--- src/design/fpa_pkg.sv ---
// Package for the fixed priority / round-robin memory-mapped arbiter.
// Assumes one clock and one reset shared with the surrounding interconnect.
package fpa_pkg;

  // ****************************************
  // Arbitration scheme (arbitration_scheme_setting)
  // ****************************************
  localparam logic SCHEME_RR = 1'h0;
  localparam logic SCHEME_FIXED = 1'h1;

  // ****************************************
  // Defaults
  // ****************************************
  localparam int NUM_MASTERS_DEF = 4;
  localparam int CMD_WIDTH_DEF = 32;
  localparam int DATA_WIDTH_DEF = 32;
  localparam int PRIO_WIDTH_DEF = 4;
  localparam int SHARE_WIDTH_DEF = 4;
  localparam int PIPE_LIMIT_DEF = 0;

  // ****************************************
  // Command path state
  // ****************************************
  typedef enum logic [1:0] {
    st_idle = 2'h1,
    st_hold = 2'h2
  } fpa_state_type;

endpackage : fpa_pkg

--- src/design/fpa_arbiter.sv ---
// Per-slave arbiter with command, write-data and read-data multiplexing.
// Assumes masters hold req until accept pulses and the slave returns the channel
// number with each read response.
`timescale 1ns/10ps

// Behaviour
// - Fixed scheme grants the requesting master with the highest numeric priority.
// - AXI master on fixed non-AXI slave passes an intermediary multiplexer first.
// - AXI read and write channels arbitrate as two separate requesters.
// - Intermediary alternates between simultaneous read and write of one master.
// - Toward an AXI slave the channels feed the priority muxes directly.
// - Arbiter takes all requesters and outputs the selected channel number.
// - The channel number steers the command multiplexer toward the slave.
// - One arbiter per slave, selecting among requesters in every cycle with no command held.
// - Nonzero pipeline limit registers the arbiter decision one more stage.
// - One design serves round-robin and fixed priority, chosen per slave.
// - Write data of the granted master is routed to the slave.
// - Read data from the slave returns to the requesting master.
// - One read-data multiplexer per master, one write-data multiplexer per slave.
// - No multiplexer logic where only one source drives a path.
// - Round-robin shares give a master that many transfers before moving on.
// - A master that stops requesting forfeits remaining shares once another master is granted.
// - Only requesting masters take part in arbitration.
module fpa_arbiter #(
  parameter int NUM_MASTERS = fpa_pkg::NUM_MASTERS_DEF,
  parameter int CMD_WIDTH = fpa_pkg::CMD_WIDTH_DEF,
  parameter int DATA_WIDTH = fpa_pkg::DATA_WIDTH_DEF,
  parameter int PRIO_WIDTH = fpa_pkg::PRIO_WIDTH_DEF,
  parameter int SHARE_WIDTH = fpa_pkg::SHARE_WIDTH_DEF,
  parameter int PIPE_LIMIT = fpa_pkg::PIPE_LIMIT_DEF,
  parameter logic ARBITRATION_SCHEME_SETTING = fpa_pkg::SCHEME_RR,
  parameter logic SLAVE_IS_AXI = 1'h0,
  parameter logic [NUM_MASTERS-1:0] AXI_PAIR = '0,
  parameter logic [NUM_MASTERS*PRIO_WIDTH-1:0] PRIORITY = {4'h3, 4'h2, 4'h1, 4'h0},
  parameter logic [NUM_MASTERS*SHARE_WIDTH-1:0] SHARES = {4'h1, 4'h1, 4'h1, 4'h1},
  localparam int IW = (NUM_MASTERS > 1) ? $clog2(NUM_MASTERS) : 1
) (
  // Clock and reset
  input wire logic core_clk_i,
  input wire logic resetn_i,
  // Master side
  input wire logic [NUM_MASTERS-1:0] req_i,
  input wire logic [NUM_MASTERS*CMD_WIDTH-1:0] cmd_i,
  input wire logic [NUM_MASTERS*DATA_WIDTH-1:0] wdata_i,
  output logic [NUM_MASTERS-1:0] accept_o,
  output logic [NUM_MASTERS-1:0] rvalid_o,
  output logic [NUM_MASTERS*DATA_WIDTH-1:0] rdata_o,
  // Slave side
  output logic cmd_valid_o,
  output logic [CMD_WIDTH-1:0] cmd_o,
  output logic [DATA_WIDTH-1:0] wdata_o,
  output logic [IW-1:0] chan_o,
  input wire logic slave_ready_i,
  input wire logic rsp_valid_i,
  input wire logic [IW-1:0] rsp_chan_i,
  input wire logic [DATA_WIDTH-1:0] rdata_i
);

  // ****************************************
  // Elaboration checks
  // ****************************************
  localparam logic INTERMED = (ARBITRATION_SCHEME_SETTING == fpa_pkg::SCHEME_FIXED) &&
                              !SLAVE_IS_AXI;
  // Edges from the request sample that decides to the grant being visible
  localparam int DECIDE_LAG = (PIPE_LIMIT > 0) ? 2 : 1;

  if (NUM_MASTERS < 1) begin : g_chk_n
    $error("fpa_arbiter needs at least one master");
  end
  for (genvar i = 0; i < NUM_MASTERS; i++) begin : g_chk
    if (SHARES[i*SHARE_WIDTH +: SHARE_WIDTH] == '0) begin : g_share
      $error("fpa_arbiter share count of zero");
    end
    if (AXI_PAIR[i] && ((i % 2) != 0 || i + 1 >= NUM_MASTERS)) begin : g_pair
      $error("fpa_arbiter pair flag only on even channel with a partner");
    end
    for (genvar j = i + 1; j < NUM_MASTERS; j++) begin : g_dup
      if (ARBITRATION_SCHEME_SETTING == fpa_pkg::SCHEME_FIXED &&
          PRIORITY[i*PRIO_WIDTH +: PRIO_WIDTH] == PRIORITY[j*PRIO_WIDTH +: PRIO_WIDTH])
      begin : g_err
        $error("fpa_arbiter duplicate priority");
      end
    end
  end

  // ****************************************
  // State
  // ****************************************
  typedef struct packed {
    fpa_pkg::fpa_state_type st;
    logic vld;
    logic [IW-1:0] last;
    logic [SHARE_WIDTH-1:0] left;
    logic [IW-1:0] win_q;
    logic win_ok;
    logic [NUM_MASTERS-1:0] fav;
    logic [NUM_MASTERS-1:0] accept;
    logic [IW-1:0] chan;
    logic [CMD_WIDTH-1:0] cmd;
    logic [DATA_WIDTH-1:0] wdata;
    logic [NUM_MASTERS-1:0] rvalid;
    logic [NUM_MASTERS*DATA_WIDTH-1:0] rdata;
  } fpa_regs_type;

  fpa_regs_type s;
  fpa_regs_type next_s;
  logic [NUM_MASTERS-1:0] elig;
  logic found;
  logic [IW-1:0] win;
  logic [PRIO_WIDTH-1:0] best_prio;
  logic use_ok;
  logic [IW-1:0] use_win;
  int idx;

  // ****************************************
  // Arbitration and multiplexing
  // ****************************************
  always_comb begin
    next_s = s;
    next_s.accept = '0;
    next_s.rvalid = '0;
    // Only live requests compete; behind the intermediary a paired AXI master shows one channel at a time
    elig = req_i;
    for (int m = 0; m + 1 < NUM_MASTERS; m++) begin
      if (INTERMED && AXI_PAIR[m] && req_i[m] && req_i[m+1]) begin
        if (s.fav[m]) begin
          elig[m] = 1'b0;
        end else begin
          elig[m+1] = 1'b0;
        end
      end
    end
    found = 1'b0;
    win = '0;
    best_prio = '0;
    idx = 0;
    if (ARBITRATION_SCHEME_SETTING == fpa_pkg::SCHEME_FIXED) begin
      for (int m = 0; m < NUM_MASTERS; m++) begin
        if (elig[m] && (!found || PRIORITY[m*PRIO_WIDTH +: PRIO_WIDTH] > best_prio)) begin
          found = 1'b1;
          win = IW'(m);
          best_prio = PRIORITY[m*PRIO_WIDTH +: PRIO_WIDTH];
        end
      end
    end else if (elig[s.last] && s.left != '0) begin
      found = 1'b1;
      win = s.last;
    end else begin
      // Dropping the request falls through here; unused shares are gone once another master wins
      for (int k = 1; k <= NUM_MASTERS; k++) begin
        idx = (int'(s.last) + k) % NUM_MASTERS;
        if (!found && elig[idx]) begin
          found = 1'b1;
          win = IW'(idx);
        end
      end
    end
    // Registered decision trades one cycle of latency for a shorter grant path
    next_s.win_q = win;
    next_s.win_ok = found;
    if (PIPE_LIMIT > 0) begin
      use_win = s.win_q;
      use_ok = s.win_ok && req_i[s.win_q];
    end else begin
      use_win = win;
      use_ok = found;
    end
    case (s.st)
      fpa_pkg::st_idle: begin
        if (use_ok) begin
          next_s.st = fpa_pkg::st_hold;
          next_s.vld = 1'b1;
          next_s.chan = use_win;
          next_s.cmd = cmd_i[use_win*CMD_WIDTH +: CMD_WIDTH];
          next_s.wdata = wdata_i[use_win*DATA_WIDTH +: DATA_WIDTH];
          next_s.accept[use_win] = 1'b1;
          if (use_win == s.last && s.left != '0) begin
            next_s.left = s.left - SHARE_WIDTH'(1);
          end else begin
            next_s.left = SHARES[use_win*SHARE_WIDTH +: SHARE_WIDTH] - SHARE_WIDTH'(1);
          end
          next_s.last = use_win;
          for (int m = 0; m + 1 < NUM_MASTERS; m++) begin
            if (AXI_PAIR[m] && (int'(use_win) == m || int'(use_win) == m + 1)) begin
              next_s.fav[m] = (int'(use_win) == m);
            end
          end
        end
      end
      fpa_pkg::st_hold: begin
        if (slave_ready_i) begin
          next_s.st = fpa_pkg::st_idle;
          next_s.vld = 1'b0;
        end
      end
      default: begin
        next_s.st = fpa_pkg::st_idle;
        next_s.vld = 1'b0;
      end
    endcase
    // One read-data path per master, filled only by responses tagged for it
    for (int m = 0; m < NUM_MASTERS; m++) begin
      if (rsp_valid_i && int'(rsp_chan_i) == m) begin
        next_s.rvalid[m] = 1'b1;
        next_s.rdata[m*DATA_WIDTH +: DATA_WIDTH] = rdata_i;
      end
    end
  end

  always_ff @(posedge core_clk_i or negedge resetn_i) begin
    if (!resetn_i) begin
      s <= '0;
      s.st <= fpa_pkg::st_idle;
      // Rotation begins after the top channel, so channel 0 is seen first
      s.last <= IW'(NUM_MASTERS - 1);
    end else begin
      s <= next_s;
    end
  end

  assign accept_o = s.accept;
  assign rvalid_o = s.rvalid;
  assign rdata_o = s.rdata;
  assign cmd_valid_o = s.vld;
  assign cmd_o = s.cmd;
  assign wdata_o = s.wdata;
  assign chan_o = s.chan;

  for (genvar m = 0; m < NUM_MASTERS; m++) begin : g_asrt

    for (genvar j = 0; j < NUM_MASTERS; j++) begin : g_prio
      // The intermediary may hide a paired channel, so those are left out
      if (ARBITRATION_SCHEME_SETTING == fpa_pkg::SCHEME_FIXED &&
          !(INTERMED && (AXI_PAIR[j] || (j > 0 && AXI_PAIR[(j > 0) ? j - 1 : 0]))) &&
          PRIORITY[j*PRIO_WIDTH +: PRIO_WIDTH] > PRIORITY[m*PRIO_WIDTH +: PRIO_WIDTH])
      begin : g_hi

      end
    end
  end
endmodule : fpa_arbiter

--- config.mk ---
export PLATFORM = sky130hd
export DESIGN_NAME = fpa_arbiter
export DESIGN_NICKNAME = d
export VERILOG_FILES = /design/src/design/fpa_pkg.sv /design/src/design/fpa_arbiter.sv
export SDC_FILE = /design/constraint.sdc
export NUM_CORES = 1
export LEC_CHECK = 0
export BUFFER_PORTS_ARGS = -buffer_cell sky130_fd_sc_hd__buf_2
export CORE_AREA = 5 5 194 196
export DETAILED_ROUTE_END_ITERATION = 6
export DIE_AREA = 0 0 199 201
export GPL_ROUTABILITY_DRIVEN = 0
export HOLD_SLACK_MARGIN = 0.12
export SLEW_MARGIN = 20
export SYNTH_ARGS = -nofsm -noshare
export SYNTH_HDL_FRONTEND = slang
export SYNTH_SLANG_ARGS = --single-unit
export TNS_END_PERCENT = 1
--- constraint.sdc ---
create_clock -name core_clk_i -period 2.36 [get_ports core_clk_i]
set_input_delay 0.118 -clock core_clk_i [delete_from_list [all_inputs] [get_ports core_clk_i]]
set_output_delay 0.118 -clock core_clk_i [all_outputs]
set_load 0.03 [all_outputs]
## Word-level counts from Yosys, hierarchy flattened

Cells that the tools add are included.

- Flip-flop bits (word level): 211
- Logic and storage cells: 101
- Output and inout bits: 203
- Bits of input ports: 298

- Equality and inequality tests: 8
- Reductions and logical operators: 21
- Bitwise gates (word level): 4
- $lt $le $gt $ge: 7
- $add $sub $neg: 6
- Shift-type cells: 3
- Mux-type cells: 39

Operators with widths:

| operator | count |
|---|---|
| 128-bit by 8-bit variable part select with 32-bit output | 2 |
| 70-bit two-way mux | 2 |
| 1-bit two-way mux | 22 |
| 3-bit by 4-bit less-than comparator with 1-bit output (second input constant) | 4 |
| 16-bit by 5-bit variable part select with 4-bit output (first input constant) | 1 |
| 1-bit binary-select mux with 2-bit select | 5 |
| 1-bit logical AND | 10 |
| 2-bit two-way mux | 5 |
| 9-bit two-way mux | 1 |
| 2-bit OR reduction | 4 |
| 4-bit by 1-bit subtractor with 4-bit output (second input constant) | 2 |
| 2-bit == test (second input constant) | 3 |
| 2-bit by 3-bit less-than comparator with 1-bit output (second input constant) | 2 |
| 3-bit case mux with 2 select lines | 1 |
| 2-bit by 1-bit adder with 2-bit output (second input constant) | 2 |
| 2-bit adder (second input constant) | 2 |
| 1-bit AND (first input constant) | 4 |
| 2-bit by 1-bit == test with 1-bit output (second input constant) | 2 |
| 4-bit two-way mux | 1 |
| 2-bit inequality test (second input constant) | 2 |
| 2-bit AND reduction | 2 |
| 4-bit nonzero test | 1 |
| 1-bit logical NOT | 3 |
| 3-bit two-way mux | 1 |
| 4 further kinds | 4 |

## Depth between registers and ports, before layout

- Depth after elaboration: 26
- Depth in mapped cells: 11
- Depth with buffers taken out: 10

## Least setup slack after synthesis

OpenSTA, ideal clock, no wires.

- Path kind: register -> register
- From: reg s[213] (netlist bit)
- To: reg s[211] (netlist bit)
- Buffers on the path: 0
- Arrival: 2.405 ns
- Stages on the path, launching flop included: 10
- Data required time: 2.228 ns
- Clock period less this slack: 2.537 ns
- Setup time: 0.132 ns
- Slack: -0.177 ns
- Path through: dfstp_2 -> mux4_1 -> o21a_1 -> o31a_1 -> and2_1 -> nor3b_1 -> ha_1 -> nor3b_1 -> a21oi_1 -> o211ai_1

- Cells in the longest elaborated chain, start to end: 21
- Elaborated cells between the ends (all ways): 44
- Those cells by class: 5 x add/sub; 1 x eq/ne; 1 x shift; 28 x mux; 9 x reduce/logical

RTL lines:

| item | line | text |
|---|---|---|
| start, declared | fpa_arbiter.sv:105 | `fpa_regs_type s;` |
| start signal, assigned | fpa_arbiter.sv:217 | `s <= next_s;` |
| 2-bit by 1-bit adder with 2-bit output | fpa_arbiter.sv:151 | `idx = (int'(s.last) + k) % NUM_MASTERS;` |
| 1-bit binary-select mux with 2-bit select | fpa_arbiter.sv:152 | `if (!found && elig[idx]) begin` |
| 1-bit two-way mux (implied by the code) (2 in a row) | fpa_arbiter.sv:152 |  |
| 1-bit two-way mux | fpa_arbiter.sv:152 |  |
| 1-bit two-way mux | fpa_arbiter.sv:145 | `end else if (elig[s.last] && s.left != '0) begin` |
| 1-bit logical NOT | fpa_arbiter.sv:152 |  |
| 1-bit logical AND | fpa_arbiter.sv:152 |  |
| 1-bit two-way mux | fpa_arbiter.sv:152 |  |
| [4 not listed] | n/a |  |
| 1-bit two-way mux | fpa_arbiter.sv:145 |  |
| 1-bit logical NOT | fpa_arbiter.sv:152 |  |
| 1-bit logical AND | fpa_arbiter.sv:152 |  |
| 2-bit two-way mux | fpa_arbiter.sv:152 |  |
| 2-bit two-way mux | fpa_arbiter.sv:145 |  |
| 16-bit by 5-bit variable part select with 4-bit output / 2-bit == test (equally long branches) | fpa_arbiter.sv:180, fpa_arbiter.sv:177 |  |
| 4-bit by 1-bit subtractor with 4-bit output / 1-bit logical AND (equally long branches) | fpa_arbiter.sv:180, fpa_arbiter.sv:177 |  |
| 4-bit two-way mux | fpa_arbiter.sv:177 | `if (use_win == s.last && s.left != '0) begin` |

Several ways; a longest one is shown, not always the timed one. The select of a mux whose other input is x is not followed.
A chain may end at the register's enable or synchronous reset.

## Worst setup path after layout

- From: reg s[213] (netlist bit)
- To: reg s (netlist bit cmd_o[7])

- Cells in the longest elaborated chain, start to end: 19
- Elaborated cells between the ends (all ways): 40
- Those cells by class: 4 x add/sub; 1 x shift; 27 x mux; 8 x reduce/logical

RTL lines:

| item | line |
|---|---|
| 2-bit by 1-bit adder with 2-bit output | fpa_arbiter.sv:151 |
| 1-bit binary-select mux with 2-bit select | fpa_arbiter.sv:152 |
| 1-bit two-way mux (implied by the code) (2 in a row) | fpa_arbiter.sv:152 |
| 1-bit two-way mux | fpa_arbiter.sv:152 |
| 1-bit two-way mux | fpa_arbiter.sv:145 |
| 1-bit logical NOT | fpa_arbiter.sv:152 |
| 1-bit logical AND | fpa_arbiter.sv:152 |
| 1-bit two-way mux | fpa_arbiter.sv:152 |
| [2 not listed] | n/a |
| 1-bit logical AND | fpa_arbiter.sv:152 |
| 1-bit two-way mux | fpa_arbiter.sv:152 |
| 1-bit two-way mux | fpa_arbiter.sv:145 |
| 1-bit logical NOT | fpa_arbiter.sv:152 |
| 1-bit logical AND | fpa_arbiter.sv:152 |
| 2-bit two-way mux / 1-bit two-way mux (equally long branches) | fpa_arbiter.sv:152 |
| 2-bit two-way mux / 1-bit two-way mux (equally long branches) | fpa_arbiter.sv:145 |
| 128-bit by 8-bit variable part select with 32-bit output / 2-bit AND reduction (equally long branches) | n/a |

Several ways; a longest one is shown, not always the timed one. The select of a mux whose other input is x is not followed.

==> results.cfg <==
[logic_synthesis]
yosysSeqAreaShare_pct = 46.8
ys.flop_type = dfrtp_1
synth_common_cells = nand2_1 (271), dfrtp_1 (207), buf_4 (203)
synth_top_family_by_area = multiplexers
ys_warn_count = 0
synth-simple-area-share_pct = 11.2
yosysTopAreaCellShare_pct = 46.1
yosysMostFrequentCell = nand2_1
yosys.area_share.adder_pct = 0.111
syn_avg_cell_area_um2 = 10.5
synth_compound_area_share_pct = 6.73
ys_ff_latch = 210
synth.distinct_cells = 47
synth_xor_area_share_pct = 0
synth_edf_count = 0
muxShareOfSynthArea_pct = 18.1
async_reset_ff_share_pct = 100
netlist.top_cell.by_area = dfrtp_1
syn_area_um2 = 11200
ys_top_cells_by_area = dfrtp_1 (46%), buf_4 (14%), mux2i_1 (11%)
syn-num-nets = 1370
syn-instance-count = 1071

[floorplan]
floorplan.rows = 70
die-area_um2 = 40000
num_io_pins = 501
fp.dieH_um = 201
floorplan.die.width_um = 199
initial_utilization_pct = 31.3
coreArea_um2 = 35900

[layout]
nets = 1995
final_area_um2 = 17400
syn2layout_area_growth_pct = 54.7
final_cells = 2195
drive_gt1_share_pct = 42.4

[power_and_ir_drop]
ir_worst_vdd_v = 0.000734
p_leak_nw = 8.76
power_density_nw_per_um2 = 1130

[worst_setup_path]
critPathTopFamily = multiplexers
cp.required_ns = 2.73
critical-path-max-stage-delay_ns = 0.56
endpoint_kind = register
path_common_cell = clkbuf_16
cp-endpoint = cmd_o[7]$_DFFE_PN0P_
start_kind = register
arrival_ns = 2.99
cp_num_cells = 9
cp_slowest_cell = dfstp_2
crit_chain = mux4_2 -> o21a_1 -> buf_6 -> o22ai_4 -> buf_12 -> clkbuf_16 -> clkbuf_16 -> mux2i_1 -> o221ai_1
ff2ff_path_depth = 9
r2r_setup_slack_ns = -0.26
timing.rr.end = cmd_o[7]$_DFFE_PN0P_
worst-path-buf-inv = 4
cp_max_fo = 8
crit_start = s[213]$_DFFE_PN1P_
timing.rr.start = s[213]$_DFFE_PN1P_
critPathKind = reg2reg

[global_route]
grt_use_total_pct = 20.7
antenna_found_initial = 12
globalRoute.totalOverflow = 0
grt_pass1_vias = 11600
grt_max_degree = 64
grt_first_pass_wirelength_um = 65800

[sta]
fin_setup_tns_ns = -9.04
drv_slew = 0
fin_skew_ns = 0.0130
worst_slack_ns = -0.261
rsz0062_at_grt = true
tightest_slew_ns = 0.645
setup_viol = 66
period_share_pct = 111
fmax_ghz = 0.382
holdWs_ns = 0.136
hold_violations = 0
period_minus_slack_ns = 2.62
relSlewSlack_pct = 56.9

[placement]
dpl-instance-area_um2 = 13000
dp_cells = 1835
port_buffers = 500
place_hpwl_um = 28100

[clocking]
htreeDepth = 1
clkSinkCount = 210
clk_pin_slew_ns = 0.06
cts_max_path_buffers = 3
clockRootBuffer = clkbuf_16
numCtsBuffers = 26
cts_tree = built
insertion_delay_ns = 0.53

[routing]
first_pass_iters = 5
wire_per_inst_um = 20.3
vias_per_cell = 4.86
wl_um = 44600
via_count = 10700
ant_nets = 0
drt_first_iter_violations = 591
drc = 0

[run]
cap_viol_max_count = 0

[outcome]
violations = negative setup slack
status = complete, but fails checks

[min_path]
hp-class = in2async
==> worst min-delay path by stage <==
stage,end,depth (start not counted)
CTS,rdata_o[16]$_DFFE_PN0P_,2
finish,rdata_o[16]$_DFFE_PN0P_,2
global placement,rdata_o[16]$_DFFE_PN0P_,1
global route,rdata_o[16]$_DFFE_PN0P_,2
detailed placement,rdata_o[16]$_DFFE_PN0P_,1
floorplan,accept_o[0]$_DFF_PN0_,0
==> metrics by stage <==
step / utilization, % / power (W) / setup slack (ns)
after detailed placement: 36.3 / 0.0138 / -0.300
after global placement: 36.3 / 0.0137 / -0.259
final: 48.4 / 0.0196 / -0.261
after floorplan: - / 0.0124 / -0.0626
after global routing: 48.4 / 0.0205 / -0.329
after CTS: 47.4 / 0.0188 / -0.200
==> flip-flops by register name (all words and copies together) (netlist names) <==
register	cells
rdata_o	128
cmd_o	32
wdata_o	32
s	8
accept_o	4
rvalid_o	4
chan_o	2
==> routing by layer <==
layer | GRT usage, % | routed length, um
met1 | 24.6 | 16400
met4 | 10.4 | 2520
met2 | 34.3 | 21800
met3 | 5.57 | 3820
met5 | 0 | 16
==> layout make-up <==
cell class / instances / area, um2
fillers: 3146 / 18500
repair buffers: 860 / 6280
flip-flops and latches: 210 / 5260
multi-input cells: 593 / 4360
clock buffers: 39 / 761
well taps: 468 / 586
clock inverters: 9 / 106
diodes: 11 / 27.5
inverters: 5 / 18.8
==> cells in the final DEF (no fill, tap or decap), drive strengths merged, types with 2 or more instances in the layout <==
master and count:
nor2b 2, nor3b 5, nor2 7, clkinvlp 3, nand3b 2, mux2 65, and3 2, a22o 2
o21ai 5, dfrtp 207, inv 6, or3b 2, buf 565, mux2i 128, o31a 2, o211ai 3
nand2 271, dlygate4sd3 292, clkinv 3, a21boi 2, bufinv 2, dfstp 3, diode 11, a21oi 4
nor4 3, nand2b 5, o221ai 65, nor3 2, clkbuf 42
==> where the power goes <==
part | switching, W | internal, W | total, W
Clock | 0.00158 | 0.00244 | 0.00402
Sequential | 0.000604 | 0.00466 | 0.00526
Combinational | 0.00598 | 0.00432 | 0.0103
==> cells by family after synthesis <==
kind of cell / count (synthesis)
fa+ha+maj: 1
simple gates: 308
mux: 194
buf+inv: 268
flops: 210
compound gates: 90
==> worst reg2reg max path: stages (launching register included) <==
cell       delay (ns)
dfstp_2          0.56
mux4_2           0.54
o21a_1           0.16
buf_6            0.13
o22ai_4          0.16
buf_12           0.16
clkbuf_16        0.18
clkbuf_16        0.18
mux2i_1          0.23
o221ai_1         0.17
==> timing repair <==
item,4_1_cts,5_1_grt
endpoints found under the hold margin,402,0
cloned,3,3
pin swaps,22,20
setup buffers,4,1
hold buffers,292,0
resized for setup,26,55
setup endpoints to repair,66,67
No activity file was read; power rests on OpenSTA's default activity.
